--- src/common/asi_pkg.sv ---
/*
  Constants, register map and carrier types for the async serial interface.
  Assumes a byte-addressed plain register port and one system clock.
*/
package asi_pkg;

  // ==========================================================
  // register map (byte offsets, one aligned word each)
  localparam logic [7:0] ASI_RATE_OFS = 8'h00;
  localparam logic [7:0] ASI_CTRL_OFS = 8'h04;
  localparam logic [7:0] ASI_STAT_OFS = 8'h08;
  localparam logic [7:0] ASI_DATA_OFS = 8'h0C;
  localparam logic [7:0] ASI_PIN_OFS  = 8'h10;

  // ==========================================================
  // line control fields
  localparam int unsigned ASI_C_RE   = 0;
  localparam int unsigned ASI_C_TE   = 1;
  localparam int unsigned ASI_C_LEN  = 2;
  localparam int unsigned ASI_C_PE   = 3;
  localparam int unsigned ASI_C_PT   = 4;
  localparam int unsigned ASI_C_IDLE_IRQ_ENABLE = 5;
  localparam int unsigned ASI_C_RIE  = 6;
  localparam int unsigned ASI_C_TX_COMPLETE_IRQ_ENABLE = 7;
  localparam int unsigned ASI_C_TIE  = 8;
  localparam int unsigned ASI_CTRL_W = 9;

  // ==========================================================
  // line status fields
  localparam int unsigned ASI_S_PF   = 0;
  localparam int unsigned ASI_S_FE   = 1;
  localparam int unsigned ASI_S_OVR  = 2;
  localparam int unsigned ASI_S_IDLE = 3;
  localparam int unsigned ASI_S_RX_BUFFER_FULL_FLAG = 4;
  localparam int unsigned ASI_S_TC   = 5;
  localparam int unsigned ASI_S_TX_BUFFER_EMPTY_FLAG = 6;
  localparam int unsigned ASI_STAT_W = 7;
  localparam logic [6:0]  ASI_RX_FLAGS = 7'h1F;

  // ==========================================================
  // pin assignment fields
  localparam int unsigned ASI_P_ASSIGN = 0;
  localparam int unsigned ASI_P_GVAL   = 1;
  localparam int unsigned ASI_P_GDIR   = 2;
  localparam int unsigned ASI_P_GIN    = 3;

  // ==========================================================
  // reset values
  localparam logic [12:0] ASI_RATE_RST = 13'h0000;
  localparam logic [8:0]  ASI_CTRL_RST = 9'h000;
  localparam logic [6:0]  ASI_STAT_RST = 7'h60;
  localparam logic [2:0]  ASI_PIN_RST  = 3'h0;

  // ==========================================================
  // timing
  localparam logic [3:0] ASI_PHASE_LAST = 4'hF;
  localparam logic [3:0] ASI_SAMPLE_PH  = 4'h8;
  localparam logic [7:0] ASI_IDLE10     = 8'hA0;
  localparam logic [7:0] ASI_IDLE11     = 8'hB0;

  typedef enum logic [0:0] {ASI_RX_IDLE, ASI_RX_BITS} asi_rx_e;
  typedef enum logic [1:0] {ASI_TX_IDLE, ASI_TX_PRE, ASI_TX_FRAME} asi_tx_e;

  typedef struct packed {
    logic [7:0]  addr;
    logic [31:0] wdata;
    logic        wr;
    logic        rd;
  } asi_bus_s;

endpackage

--- src/logic/asi_serial_if.sv ---
/*
  Async NRZ serial interface: rate generator, receiver, transmitter,
  status with read-then-access clearing, request gating, tx pin sharing.
  Assumes the register master keeps the plain-port strobe protocol and
  that rxd_i and txd_i arrive asynchronously from pins.
*/
// Added by the designer: the placing of the registers and the plain strobed port.
// Function
// RQ1 - bit rate is system clock over 32 times 13-bit divisor
// RQ2 - divisor 1 to 8191 valid; zero stops the rate generator
// RQ3 - sampling tick runs at sixteen times the bit rate
// RQ4 - receiver realigns sampling phase on every line transition
// RQ5 - start needs falling edge after three high samples
// RQ6 - length bit picks 10 or 11 bit frames with start and stop
// RQ7 - data sent and received LSB first between start and stop
// RQ8 - idle frame is all ones; break frame all zeros, no stop
// RQ9 - parity type 0 even, 1 odd, for both directions
// RQ10 - parity enable puts parity in top data position
// RQ11 - parity mismatch on receive sets parity error flag
// RQ12 - length/parity pick 8, 7+p, 9 or 8+p data bits
// RQ13 - one data address: read rx buffer, write tx buffer
// RQ14 - status read then data access clears the flags
// RQ15 - data read clears rx flags only, not tx flags
// RQ16 - flags set after the status read survive the access
// RQ17 - status read arms every flag set in either byte
// RQ18 - four enables gate tx empty, tx done, rx full, idle
// RQ19 - flags behave the same regardless of enables
// RQ20 - tx pin owned by serial or gpio; rx pin dedicated
// RQ21 - software sets divisor before enabling tx or rx
// RQ22 - software disables tx and rx before changing controls
// RQ23 - tx empty flag sets when buffer moves to shifter
// RQ24 - stop bit moves frame to rx buffer and sets rx full
`timescale 1ns/10ps

module asi_serial_if #(
  parameter int unsigned DIV_W = 13
) (
  input  wire logic             ref_clk_i,
  input  wire logic             resetn_i,
  input  wire asi_pkg::asi_bus_s bus_i,
  output logic [31:0]           rd_data_o,
  input  wire logic             rxd_i,
  input  wire logic             txd_i,
  output logic                  txd_o,
  output logic                  txd_oe_o,
  output logic [3:0]            irq_req_o
);
  import asi_pkg::*;

  if (DIV_W < 1 || DIV_W > 16) begin : g_chk
    $error("DIV_W out of range");
  end

  // ==========================================================
  // registers and decode
  logic [DIV_W-1:0]      divisor;
  logic [ASI_CTRL_W-1:0] ctrl;
  logic [2:0]            pin_cfg;
  logic [ASI_STAT_W-1:0] flags;
  logic [ASI_STAT_W-1:0] arm;
  logic [ASI_STAT_W-1:0] set_f;
  logic [ASI_STAT_W-1:0] clr_f;
  logic [8:0]            rbuf;
  logic [8:0]            tbuf;
  logic                  data_rd;
  logic                  data_wr;
  logic                  stat_rd;
  logic                  rx_meta;
  logic                  rx_s;
  logic                  txin_meta;
  logic                  txin_s;

  always_comb begin
    data_rd = bus_i.rd && (bus_i.addr == ASI_DATA_OFS);
    data_wr = bus_i.wr && (bus_i.addr == ASI_DATA_OFS);
    stat_rd = bus_i.rd && (bus_i.addr == ASI_STAT_OFS);
  end

  always_ff @(posedge ref_clk_i or negedge resetn_i) begin
    if (!resetn_i) begin
      divisor <= DIV_W'(ASI_RATE_RST);
      ctrl    <= ASI_CTRL_RST;
      pin_cfg <= ASI_PIN_RST;
    end else if (bus_i.wr) begin
      if (bus_i.addr == ASI_RATE_OFS) begin
        divisor <= bus_i.wdata[DIV_W-1:0];
      end else if (bus_i.addr == ASI_CTRL_OFS) begin
        ctrl <= bus_i.wdata[ASI_CTRL_W-1:0];
      end else if (bus_i.addr == ASI_PIN_OFS) begin
        pin_cfg <= bus_i.wdata[2:0];
      end
    end
  end

  always_ff @(posedge ref_clk_i or negedge resetn_i) begin
    if (!resetn_i) begin
      tbuf <= 9'h000;
    end else if (data_wr) begin
      tbuf <= bus_i.wdata[8:0]; // RQ13
    end
  end

  // whole status word is one access, so either byte arms all flags
  always_ff @(posedge ref_clk_i or negedge resetn_i) begin
    if (!resetn_i) begin
      arm <= '0;
    end else if (stat_rd) begin
      arm <= flags; // RQ17
    end else if (data_rd || data_wr) begin
      arm <= '0;
    end
  end

  always_comb begin
    clr_f = '0;
    if (data_wr) begin
      clr_f = arm; // RQ14
    end else if (data_rd) begin
      clr_f = arm & ASI_RX_FLAGS; // RQ15
    end
  end

  // hardware set wins over a clear in the same cycle
  always_ff @(posedge ref_clk_i or negedge resetn_i) begin
    if (!resetn_i) begin
      flags <= ASI_STAT_RST;
    end else begin
      flags <= (flags & ~clr_f) | set_f; // RQ16 RQ19
    end
  end

  always_ff @(posedge ref_clk_i or negedge resetn_i) begin
    if (!resetn_i) begin
      rd_data_o <= 32'h0000_0000;
    end else if (bus_i.rd) begin
      if (bus_i.addr == ASI_RATE_OFS) begin
        rd_data_o <= 32'(divisor);
      end else if (bus_i.addr == ASI_CTRL_OFS) begin
        rd_data_o <= 32'(ctrl);
      end else if (bus_i.addr == ASI_STAT_OFS) begin
        rd_data_o <= 32'(flags);
      end else if (bus_i.addr == ASI_DATA_OFS) begin
        rd_data_o <= 32'(rbuf); // RQ13
      end else if (bus_i.addr == ASI_PIN_OFS) begin
        rd_data_o <= 32'({txin_s, pin_cfg});
      end else begin
        rd_data_o <= 32'h0000_0000;
      end
    end
  end

  // ==========================================================
  // rate generator: tick every 2*divisor clocks gives 16x rate
  logic [DIV_W:0] bcnt;
  logic           tick;

  always_comb begin
    tick = (divisor != '0) &&
           (bcnt == (DIV_W+1)'({divisor, 1'b0} - 1'b1)); // RQ1 RQ3
  end

  always_ff @(posedge ref_clk_i or negedge resetn_i) begin
    if (!resetn_i) begin
      bcnt <= '0;
    end else if (divisor == '0 || tick) begin
      bcnt <= '0; // RQ2
    end else begin
      bcnt <= bcnt + 1'b1;
    end
  end

  // ==========================================================
  // pin synchronisers

  always_ff @(posedge ref_clk_i or negedge resetn_i) begin
    if (!resetn_i) begin
      rx_meta   <= 1'b1;
      rx_s      <= 1'b1;
      txin_meta <= 1'b1;
      txin_s    <= 1'b1;
    end else begin
      rx_meta   <= rxd_i;
      rx_s      <= rx_meta;
      txin_meta <= txd_i;
      txin_s    <= txin_meta;
    end
  end

  // ==========================================================
  // receiver
  asi_rx_e    rx_st;
  logic [2:0] hist;
  logic       rx_prev;
  logic [3:0] rph;
  logic [3:0] rbit;
  logic [8:0] rsh;
  logic [3:0] nd;
  logic       rx_start;
  logic       rx_done;
  logic       rx_stop;
  logic       rx_sample;
  logic [7:0] icnt;
  logic [7:0] ilim;
  logic       idle_hit;

  always_comb begin
    nd        = ctrl[ASI_C_LEN] ? 4'h9 : 4'h8; // RQ6 RQ12
    ilim      = ctrl[ASI_C_LEN] ? ASI_IDLE11 : ASI_IDLE10;
    rx_start  = tick && (rx_st == ASI_RX_IDLE) && ctrl[ASI_C_RE] &&
                (hist == 3'b111) && !rx_s; // RQ5
    rx_sample = tick && (rx_st == ASI_RX_BITS) && (rph == ASI_SAMPLE_PH);
    rx_done   = rx_sample && (rbit == nd + 4'h1);
    rx_stop   = rx_s;
    idle_hit  = tick && ctrl[ASI_C_RE] && rx_s &&
                (icnt == ilim - 8'h01);
  end

  always_ff @(posedge ref_clk_i or negedge resetn_i) begin
    if (!resetn_i) begin
      hist <= 3'b000;
    end else if (tick) begin
      hist <= {hist[1:0], rx_s};
    end
  end

  always_ff @(posedge ref_clk_i or negedge resetn_i) begin
    if (!resetn_i) begin
      rx_st   <= ASI_RX_IDLE;
      rx_prev <= 1'b1;
      rph     <= 4'h0;
      rbit    <= 4'h0;
      rsh     <= 9'h000;
    end else if (rx_start) begin
      rx_st   <= ASI_RX_BITS;
      rx_prev <= 1'b0;
      rph     <= 4'h1;
      rbit    <= 4'h0;
      rsh     <= 9'h000;
    end else if (tick && rx_st == ASI_RX_BITS) begin
      rx_prev <= rx_s;
      if (rx_s != rx_prev) begin
        rph <= 4'h1; // RQ4
      end else begin
        rph <= rph + 4'h1;
      end
      if (rx_sample) begin
        rbit <= rbit + 4'h1;
        if (rbit == 4'h0 && rx_s) begin
          rx_st <= ASI_RX_IDLE;
        end else if (rbit != 4'h0 && rbit <= nd) begin
          rsh[rbit-4'h1] <= rx_s; // RQ7
        end
        if (rx_done) begin
          rx_st <= ASI_RX_IDLE;
        end
      end
    end
  end

  // short idle detection: contiguous ones equal to a frame length
  always_ff @(posedge ref_clk_i or negedge resetn_i) begin
    if (!resetn_i) begin
      icnt <= 8'h00;
    end else if (!rx_s || !ctrl[ASI_C_RE]) begin
      icnt <= 8'h00;
    end else if (tick && icnt != ilim) begin
      icnt <= icnt + 8'h01;
    end
  end

  always_ff @(posedge ref_clk_i or negedge resetn_i) begin
    if (!resetn_i) begin
      rbuf <= 9'h000;
    end else if (rx_done && !flags[ASI_S_RX_BUFFER_FULL_FLAG]) begin
      rbuf <= rsh; // RQ24
    end
  end

  // ==========================================================
  // transmitter
  asi_tx_e     tx_st;
  logic [10:0] tsh;
  logic [3:0]  tph;
  logic [3:0]  tbits;
  logic        te_prev;
  logic        pre_req;
  logic        tx_load;
  logic        tx_pre;
  logic        tx_end;
  logic        tx_busy;
  logic [8:0]  tword;
  logic [3:0]  flen;

  always_comb begin
    flen  = ctrl[ASI_C_LEN] ? 4'hB : 4'hA;
    tword = tbuf;
    if (!ctrl[ASI_C_LEN]) begin
      tword[8] = 1'b1; // RQ6
    end
    if (ctrl[ASI_C_PE]) begin
      if (ctrl[ASI_C_LEN]) begin
        tword[8] = ^tbuf[7:0] ^ ctrl[ASI_C_PT]; // RQ9 RQ10
      end else begin
        tword[7] = ^tbuf[6:0] ^ ctrl[ASI_C_PT]; // RQ9 RQ10
      end
    end
    tx_busy = (tx_st != ASI_TX_IDLE);
    tx_pre  = !tx_busy && pre_req;
    tx_load = !tx_busy && !pre_req && ctrl[ASI_C_TE] &&
              !flags[ASI_S_TX_BUFFER_EMPTY_FLAG];
    tx_end  = tx_busy && tick && (tph == ASI_PHASE_LAST) &&
              (tbits == flen - 4'h1);
  end

  always_ff @(posedge ref_clk_i or negedge resetn_i) begin
    if (!resetn_i) begin
      te_prev <= 1'b0;
      pre_req <= 1'b0;
    end else begin
      te_prev <= ctrl[ASI_C_TE];
      if (ctrl[ASI_C_TE] && !te_prev) begin
        pre_req <= 1'b1;
      end else if (tx_pre) begin
        pre_req <= 1'b0;
      end
    end
  end

  always_ff @(posedge ref_clk_i or negedge resetn_i) begin
    if (!resetn_i) begin
      tx_st <= ASI_TX_IDLE;
      tsh   <= 11'h7FF;
      tph   <= 4'h0;
      tbits <= 4'h0;
    end else begin
      case (tx_st)
        ASI_TX_IDLE: begin
          tph   <= 4'h0;
          tbits <= 4'h0;
          if (tx_pre) begin
            tx_st <= ASI_TX_PRE;
            tsh   <= 11'h7FF; // RQ8
          end else if (tx_load) begin
            tx_st <= ASI_TX_FRAME;
            tsh   <= {1'b1, tword, 1'b0}; // RQ6 RQ7
          end
        end
        default: begin
          if (tick) begin
            tph <= tph + 4'h1;
            if (tph == ASI_PHASE_LAST) begin
              tsh   <= {1'b1, tsh[10:1]};
              tbits <= tbits + 4'h1;
            end
          end
          if (tx_end) begin
            tx_st <= ASI_TX_IDLE;
          end
        end
      endcase
    end
  end

  // ==========================================================
  // flag events
  logic par_bad;

  always_comb begin
    par_bad = (^rsh) != ctrl[ASI_C_PT];
    set_f = '0;
    set_f[ASI_S_TX_BUFFER_EMPTY_FLAG] = tx_load; // RQ23
    set_f[ASI_S_TC]   = tx_end && flags[ASI_S_TX_BUFFER_EMPTY_FLAG] && !pre_req;
    set_f[ASI_S_IDLE] = idle_hit;
    if (rx_done) begin
      if (flags[ASI_S_RX_BUFFER_FULL_FLAG]) begin
        set_f[ASI_S_OVR] = 1'b1;
      end else begin
        set_f[ASI_S_RX_BUFFER_FULL_FLAG] = 1'b1; // RQ24
        set_f[ASI_S_PF]   = ctrl[ASI_C_PE] && par_bad; // RQ11
        set_f[ASI_S_FE]   = !rx_stop; // RQ8
      end
    end
  end

  // ==========================================================
  // pin ownership and requests, registered
  logic own_tx;

  always_comb begin
    own_tx = pin_cfg[ASI_P_ASSIGN] && (ctrl[ASI_C_TE] || tx_busy);
  end

  always_ff @(posedge ref_clk_i or negedge resetn_i) begin
    if (!resetn_i) begin
      txd_o    <= 1'b0;
      txd_oe_o <= 1'b0;
    end else if (own_tx) begin
      txd_o    <= tx_busy ? tsh[0] : 1'b1; // RQ20
      txd_oe_o <= 1'b1;
    end else begin
      txd_o    <= pin_cfg[ASI_P_GVAL]; // RQ20
      txd_oe_o <= pin_cfg[ASI_P_GDIR];
    end
  end

  always_ff @(posedge ref_clk_i or negedge resetn_i) begin
    if (!resetn_i) begin
      irq_req_o <= 4'h0;
    end else begin
      irq_req_o <= {flags[ASI_S_TX_BUFFER_EMPTY_FLAG] & ctrl[ASI_C_TIE],
                    flags[ASI_S_TC]   & ctrl[ASI_C_TX_COMPLETE_IRQ_ENABLE],
                    flags[ASI_S_RX_BUFFER_FULL_FLAG] & ctrl[ASI_C_RIE],
                    flags[ASI_S_IDLE] & ctrl[ASI_C_IDLE_IRQ_ENABLE]}; // RQ18
    end
  end

  // ==========================================================
  // assertions
  logic [DIV_W+1:0] gap;
  logic             gap_ok;

  always_ff @(posedge ref_clk_i or negedge resetn_i) begin
    if (!resetn_i) begin
      gap    <= '0;
      gap_ok <= 1'b0;
    end else if (tick) begin
      gap    <= (DIV_W+2)'(1);
      gap_ok <= !bus_i.wr;
    end else begin
      gap <= gap + 1'b1;
      if (bus_i.wr) begin
        gap_ok <= 1'b0;
      end
    end
  end

  property p_rate;
    @(posedge ref_clk_i) disable iff (!resetn_i)
      (tick && gap_ok) |-> (gap == (DIV_W+2)'({divisor, 1'b0}));
  endproperty
  a_rate: assert property (p_rate) // RQ1
    else $error("tick spacing wrong");

  property p_stop;
    @(posedge ref_clk_i) disable iff (!resetn_i)
      (divisor == '0) |=> (bcnt == '0 && !tick);
  endproperty
  a_stop: assert property (p_stop) // RQ2
    else $error("tick with zero divisor");

  property p_start;
    @(posedge ref_clk_i) disable iff (!resetn_i)
      (rx_st == ASI_RX_BITS && $past(rx_st) == ASI_RX_IDLE) |->
        ($past(hist) == 3'b111 && !$past(rx_s));
  endproperty
  a_start: assert property (p_start) // RQ5
    else $error("start without three highs");

  property p_rxfull;
    @(posedge ref_clk_i) disable iff (!resetn_i)
      (rx_done && !flags[ASI_S_RX_BUFFER_FULL_FLAG]) |=>
        (flags[ASI_S_RX_BUFFER_FULL_FLAG] && rbuf == $past(rsh));
  endproperty
  a_rxfull: assert property (p_rxfull) // RQ24
    else $error("frame not stored");

  property p_tx_buffer_empty_flag;
    @(posedge ref_clk_i) disable iff (!resetn_i)
      tx_load |=> (flags[ASI_S_TX_BUFFER_EMPTY_FLAG] && tx_st == ASI_TX_FRAME && !tsh[0]);
  endproperty
  a_tx_buffer_empty_flag: assert property (p_tx_buffer_empty_flag) // RQ23
    else $error("tx empty not set on load");

  property p_parity;
    @(posedge ref_clk_i) disable iff (!resetn_i)
      (rx_done && !flags[ASI_S_RX_BUFFER_FULL_FLAG] && ctrl[ASI_C_PE]) |=>
        (flags[ASI_S_PF] == $past(par_bad));
  endproperty
  a_parity: assert property (p_parity) // RQ11
    else $error("parity flag wrong");

  property p_keep;
    @(posedge ref_clk_i) disable iff (!resetn_i)
      (data_rd && flags[ASI_S_RX_BUFFER_FULL_FLAG] && !arm[ASI_S_RX_BUFFER_FULL_FLAG]) |=>
        flags[ASI_S_RX_BUFFER_FULL_FLAG];
  endproperty
  a_keep: assert property (p_keep) // RQ16
    else $error("unarmed flag cleared");

  property p_txkeep;
    @(posedge ref_clk_i) disable iff (!resetn_i)
      (data_rd && flags[ASI_S_TX_BUFFER_EMPTY_FLAG] && flags[ASI_S_TC]) |=>
        (flags[ASI_S_TX_BUFFER_EMPTY_FLAG] && flags[ASI_S_TC]);
  endproperty
  a_txkeep: assert property (p_txkeep) // RQ15
    else $error("data read cleared tx flags");

  property p_clear;
    @(posedge ref_clk_i) disable iff (!resetn_i)
      (data_rd && arm[ASI_S_IDLE] && !idle_hit) |=> !flags[ASI_S_IDLE];
  endproperty
  a_clear: assert property (p_clear) // RQ14
    else $error("armed flag not cleared");

  property p_rdata;
    @(posedge ref_clk_i) disable iff (!resetn_i)
      data_rd |=> (rd_data_o == 32'($past(rbuf)));
  endproperty
  a_rdata: assert property (p_rdata) // RQ13
    else $error("data read mismatch");

  property p_pin;
    @(posedge ref_clk_i) disable iff (!resetn_i)
      !pin_cfg[ASI_P_ASSIGN] |=> (txd_oe_o == $past(pin_cfg[ASI_P_GDIR]));
  endproperty
  a_pin: assert property (p_pin) // RQ20
    else $error("gpio lost the tx pin");

  c_rx:   cover property (@(posedge ref_clk_i) disable iff (!resetn_i)
                          rx_done && !flags[ASI_S_RX_BUFFER_FULL_FLAG]);
  c_tx:   cover property (@(posedge ref_clk_i) disable iff (!resetn_i)
                          tx_end && tx_st == ASI_TX_FRAME);
  c_idle: cover property (@(posedge ref_clk_i) disable iff (!resetn_i)
                          idle_hit);
  c_par:  cover property (@(posedge ref_clk_i) disable iff (!resetn_i)
                          set_f[ASI_S_PF]);

endmodule // asi_serial_if

--- config.mk ---
export PLATFORM = sky130hd
export DESIGN_NAME = asi_serial_if
export DESIGN_NICKNAME = d
export VERILOG_FILES = /design/src/common/asi_pkg.sv /design/src/logic/asi_serial_if.sv
export SDC_FILE = /design/constraint.sdc
export NUM_CORES = 1
export LEC_CHECK = 0
export ABC_CLOCK_PERIOD_IN_PS = 3000
export BUFFER_PORTS_ARGS = -buffer_cell sky130_fd_sc_hd__buf_2
export CORE_MARGIN = 5
export CORE_UTILIZATION = 54
export CTS_CLUSTER_SIZE = 28
export DETAILED_ROUTE_END_ITERATION = 16
export GPL_ROUTABILITY_DRIVEN = 0
export MAX_ROUTING_LAYER = met4
export PLACE_DENSITY = 0.79
export SLEW_MARGIN = 20
export SYNTH_ARGS = -nofsm -noshare
export SYNTH_HDL_FRONTEND = slang
export SYNTH_SLANG_ARGS = --single-unit
--- constraint.sdc ---
create_clock -name ref_clk_i -period 3 [get_ports ref_clk_i]
set_clock_uncertainty 0.1 [all_clocks]
set_input_delay 0.75 -clock ref_clk_i [delete_from_list [all_inputs] [get_ports ref_clk_i]]
set_output_delay 0.75 -clock ref_clk_i [all_outputs]
set_load 0.005 [all_outputs]
Word-level counts from Yosys, hierarchy flattened --
Cells that the tools add are included.
Word-level totals: bits in registers 166, bits of input ports 46, word-level logic and storage cells 206
Cells by class: $add $sub $neg 11, magnitude comparators 3, equality and inequality tests 16, multiplexer cells 64, bitwise gates (word level) 12, reduce and logical (&&, ||, !) cells 71
Operator list (number):
- $mux 9 | 8
- $mux 11 | 5
- $mux 4 | 12
- $logic_and 1x1->1 | 31
- $mux 1 | 21
- $mux 7 | 3
- $add 4x1->4 const B | 5
- $reduce_bool 2->1 | 10
- $eq 8x4->1 const B | 2
- $mux 8 | 2
- $add 14x1->14 const B | 1
- $eq 14x14->1 | 1
- $mux 14 | 1
- $sub 14x1->14 const B | 1
- $logic_not 13->1 | 1
- $mux 13 | 1
- $reduce_bool 13->1 | 1
- $mux 2 | 6
- $mux 5 | 2
- $bwmux 9 | 1
- $reduce_and 3->1 | 3
- $reduce_xor 9->1 | 1
- $add 8x1->8 const B | 1
- $eq 4x4->1 | 2
- 33 further kinds | 55

Depth between registers and ports, before layout --
word-level depth 11, mapped depth 12, mapped depth without buffers 9

Least setup slack after synthesis --
No wires, ideal clock.
path kind register to register, start register divisor[0], end register icnt[5], arrival time 3143 ps, required time 2821 ps, setup slack -321 ps, cell stages (with the launch flop) 12, period minus slack after synthesis 3321 ps, path through dfrtp_1 -> inv_1 -> ha_1 -> or4b_4 -> o41ai_2 -> o32ai_1 -> o21a_1 -> or4_4 -> buf_6 -> buf_6 -> or4_1 -> a21oi_1
On the way: word-level cells in the longest chain between the ends 5, elaborated cells between the ends (all ways) 6, those cells by class 1 x add/sub; 1 x eq/ne; 4 x reduce/logical
Ends and longest elaborated chain:
- start: declaration | line asi_serial_if.sv:56 | logic [DIV_W-1:0] divisor;
- start signal: assignment | line asi_serial_if.sv:81 | divisor <= DIV_W'(ASI_RATE_RST);
- start signal: assignment | line asi_serial_if.sv:86 | divisor <= bus_i.wdata[DIV_W-1:0];
- $sub 14x1->14 | line asi_serial_if.sv:159 | (bcnt == (DIV_W+1)'({divisor, 1'b0} - 1'b1));
- $eq 14x14->1 | line asi_serial_if.sv:159
- $logic_and 1x1->1 (*) | line asi_serial_if.sv:158 | tick = (divisor != '0) &&
- $logic_and 1x1->1 (*) | line asi_serial_if.sv:266 | end else if (tick && icnt != ilim) begin
- $reduce_bool 2->1 (no line) (*)
- end signal: assignment | line asi_serial_if.sv:267 | icnt <= icnt + 8'h01;
- end: declaration | line asi_serial_if.sv:202 | logic [7:0] icnt;
Mark *: on every way between the ends. The rest lies on a longest branch, timed or not. A chain may end at the register's enable or synchronous reset.

Worst setup path in the final report --
start register divisor[0], end register icnt[4]
Same word-level chain as after synthesis.

==> impl_metrics.json <==
{
  "status": "complete, but fails checks",
  "violations": "setup timing",
  "routedWlPerCell_um": 18.4,
  "rsz0062_at_grt": "yes",
  "fin_crit_sh_pct": 112,
  "cts_sinks": 146,
  "timing.final.setup_violations": 61,
  "start_util_pct": 55.7,
  "worstSkewPairLatency_ps": 420,
  "wl_mm": 19.4,
  "ys_seq_area_share_pct": 47.2,
  "grt_pass1_wl_mm": 30.7,
  "worst_slack_ps": -350,
  "drt_iter0_drc": 425,
  "layout-drive-gt1-share_pct": 30.5,
  "crit_fanout": 6,
  "met1_usage_pct": 29.6,
  "finalCriticalPeriod_ps": 3350,
  "postRouteAntennaNets": 0,
  "die_w_um": 130,
  "grt_antenna_before_repair": 0,
  "use_met2_pct": 40.6,
  "track_usage_pct": 24.1,
  "grt-busiest-layer": "met2",
  "grt_max_degree": 59,
  "irDropWorstVdd_mv": 0.432,
  "vias": 6158,
  "io_buffers": 45,
  "use_met3_pct": 4.95,
  "maxSlewHeadroom_pct": 49.0,
  "synthArstFlopShare_pct": 100,
  "synth_warnings": 0,
  "numCtsBuffers": 17,
  "synth-edff-count": 0,
  "io_pins": 84,
  "die_h_um": 130,
  "synth_cell_types": 60,
  "p_leak_nw": 4.36,
  "synthCells": 766,
  "drc": 0,
  "grt_pass1_vias": 6030,
  "r2r_start": "divisor[0]$_DFFE_PN0P_",
  "instances_no_fill": 1058,
  "first_pass_iters": 5,
  "core_area_um2": 14000,
  "place.detailed.instances": 1009,
  "synthToLayoutAreaGrowth_pct": 22.1,
  "r2r-end": "icnt[4]$_DFFE_PN0P_",
  "ys_ff_latch": 146,
  "pre_cts_ws_ps": -281,
  "min_path_type": "in2async",
  "postCtsHoldBufs": 0,
  "p_per_area_nw_per_um2": 540,
  "diodes": 0,
  "row_count": 43,
  "synth_flop_cell": "dfrtp_1",
  "end_kind": "flip-flop",
  "synth_top_area_share_pct": 41.4,
  "cp-start-kind": "flip-flop",
  "yosysMostFrequentCell": "dfrtp_1",
  "cts-root-buf": "clkbuf_16",
  "grt-ovfl-total": 0,
  "htreeDepth": 4,
  "syn_avg_cell_area_um2": 10.2,
  "cts_buffer_depth": 2,
  "maxSlewViolCount": 0,
  "holdWs_ps": 209,
  "maxCapViolCount": 0,
  "r2r_cells": 10,
  "synth_area_leaders": "dfrtp_1 (41%), mux2_2 (7.9%), dfstp_2 (5.7%)",
  "fmax_mhz": 299,
  "fill_cells": 1008,
  "power_mw": 5.14,
  "crit_arrival_ps": 3600,
  "nets": 927,
  "synth.cells.most_frequent": "dfrtp_1 (129), o21ai_0 (61), mux2_2 (55), nor2_1 (50), nand2_1 (38)",
  "vias_per_cell": 5.82,
  "synthesis.area_um2": 7790,
  "clk_pin_slew_ps": 60,
  "ff2ff_setup_slack_ps": -350,
  "dp_hpwl_mm": 13.1,
  "cts_tree": "built",
  "worstMarginPinSlew_ps": 761,
  "crit_type": "reg2reg",
  "die_area_um2": 16900,
  "synth_top_area_cell": "dfrtp_1",
  "hold_viol_final": 0,
  "crit_required_ps": 3250
}
## per-layer routing
layer  up-vias  part of all wire (%)
met1      3065                    42
met3        33                   5.0
met4         0                   1.7
met5         -                     0
met2       173                    52
li1       2887                     -
## state kept, by name, summed over array words and instances, names as in the netlist, 4 cells and up
signal and cells:
bcnt 14, rbuf 9, rd_data_o 13, tbits 4, rsh 9, rbit 4, arm 7, flags 7
icnt 8, ctrl 9, tsh 10, rph 4, tbuf 9, tph 4, irq_req_o 4, divisor 13
## logic make-up (layout without fill, tap and decap cells)
logic type	count (synthesis)	count (layout)	synth area share, %
other	1	19	0.0481
adders and majority gates	16	16	2.57
DFF	146	146	47.2
and+or+nand+nor	245	245	16.9
AOI/OAI and AO/OA	140	140	11.0
buffers and inverters	94	188	5.77
muxes	77	77	11.3
xor gates and xnor gates	47	47	5.28
## worst max-delay path, cell delays in order (launching register included)
cell,delay (ps)
dfrtp_1,400
inv_2,90
ha_4,130
or4b_4,490
o41ai_2,210
o32ai_1,130
o21a_1,230
or4_4,660
buf_12,180
or4_1,510
a21oi_2,130
## report_power, final
group | switching, mW | total, mW | internal [mW]
Sequential | 0.131 | 2.31 | 2.18
Clock | 0.778 | 1.92 | 1.14
Combinational | 0.489 | 0.915 | 0.425
Total | 1.40 | 5.14 | 3.74
## area by class of cell
| class | count | area, um^2 | share of cell area [%] |
|---|---|---|---|
| Multi-Input combinational cell | 544 | 3980 | 41.8 |
| Clock buffer | 27 | 503 | 5.29 |
| Timing Repair Buffer | 118 | 961 | 10.1 |
| Inverter | 38 | 143 | 1.50 |
| Sequential cell | 146 | 3670 | 38.6 |
| Clock inverter | 5 | 30.0 | 0.316 |
| Tap cell | 180 | 225 | 2.37 |
## cells in the final DEF, fill, tap and decap left out, types with 7 or more instances in the layout
cell,n
a21oi_1,27
and2_1,7
buf_2,44
buf_4,54
buf_6,10
clkbuf_16,18
conb_1,19
dfrtp_1,129
dfstp_2,17
ha_1,15
inv_1,35
mux2_2,47
mux2_4,8
mux2i_1,19
nand2_1,37
nand2b_1,9
nand3_1,37
nand4_1,10
nor2_1,49
nor2b_1,8
nor3_1,12
nor3_2,7
nor3b_1,11
o21ai_0,50
o31ai_1,11
or3_1,8
or4_1,7
xnor2_1,26
xor2_1,19
## worst max-delay path by stage
stage | from | end | slack (ps) | cells after the start
6_report | divisor[0]$_DFFE_PN0P_ | icnt[4]$_DFFE_PN0P_ | -350 | 10
5_1_grt | divisor[0]$_DFFE_PN0P_ | icnt[3]$_DFFE_PN0P_ | -470 | 10
4_1_cts | divisor[0]$_DFFE_PN0P_ | icnt[3]$_DFFE_PN0P_ | -270 | 10
3_5_place_dp | divisor[0]$_DFFE_PN0P_ | icnt[4]$_DFFE_PN0P_ | -280 | 10
3_3_place_gp | divisor[1]$_DFFE_PN0P_ | icnt[4]$_DFFE_PN0P_ | -210 | 10
2_1_floorplan | divisor[0]$_DFFE_PN0P_ | icnt[5]$_DFFE_PN0P_ | -190 | 11
## what timing repair did
action                     4_1_cts  5_1_grt
resized for setup               32       36
cloned                           3        2
setup endpoints to repair       58       64
pin swaps                       10       17
buffers inserted                 7        8
## metrics by stage
stage | utilization (%) | TNS [ps] | instance area [um^2]
floorplan | - | -3740 | 7940
global placement | 61.0 | -3610 | 8530
detailed placement | 61.0 | -6410 | 8530
CTS | 66.6 | -8250 | 9310
global route | 68.0 | -20440 | 9520
finish | 68.0 | -12620 | 9520
Note: power is estimated with default switching activity, not from simulation.
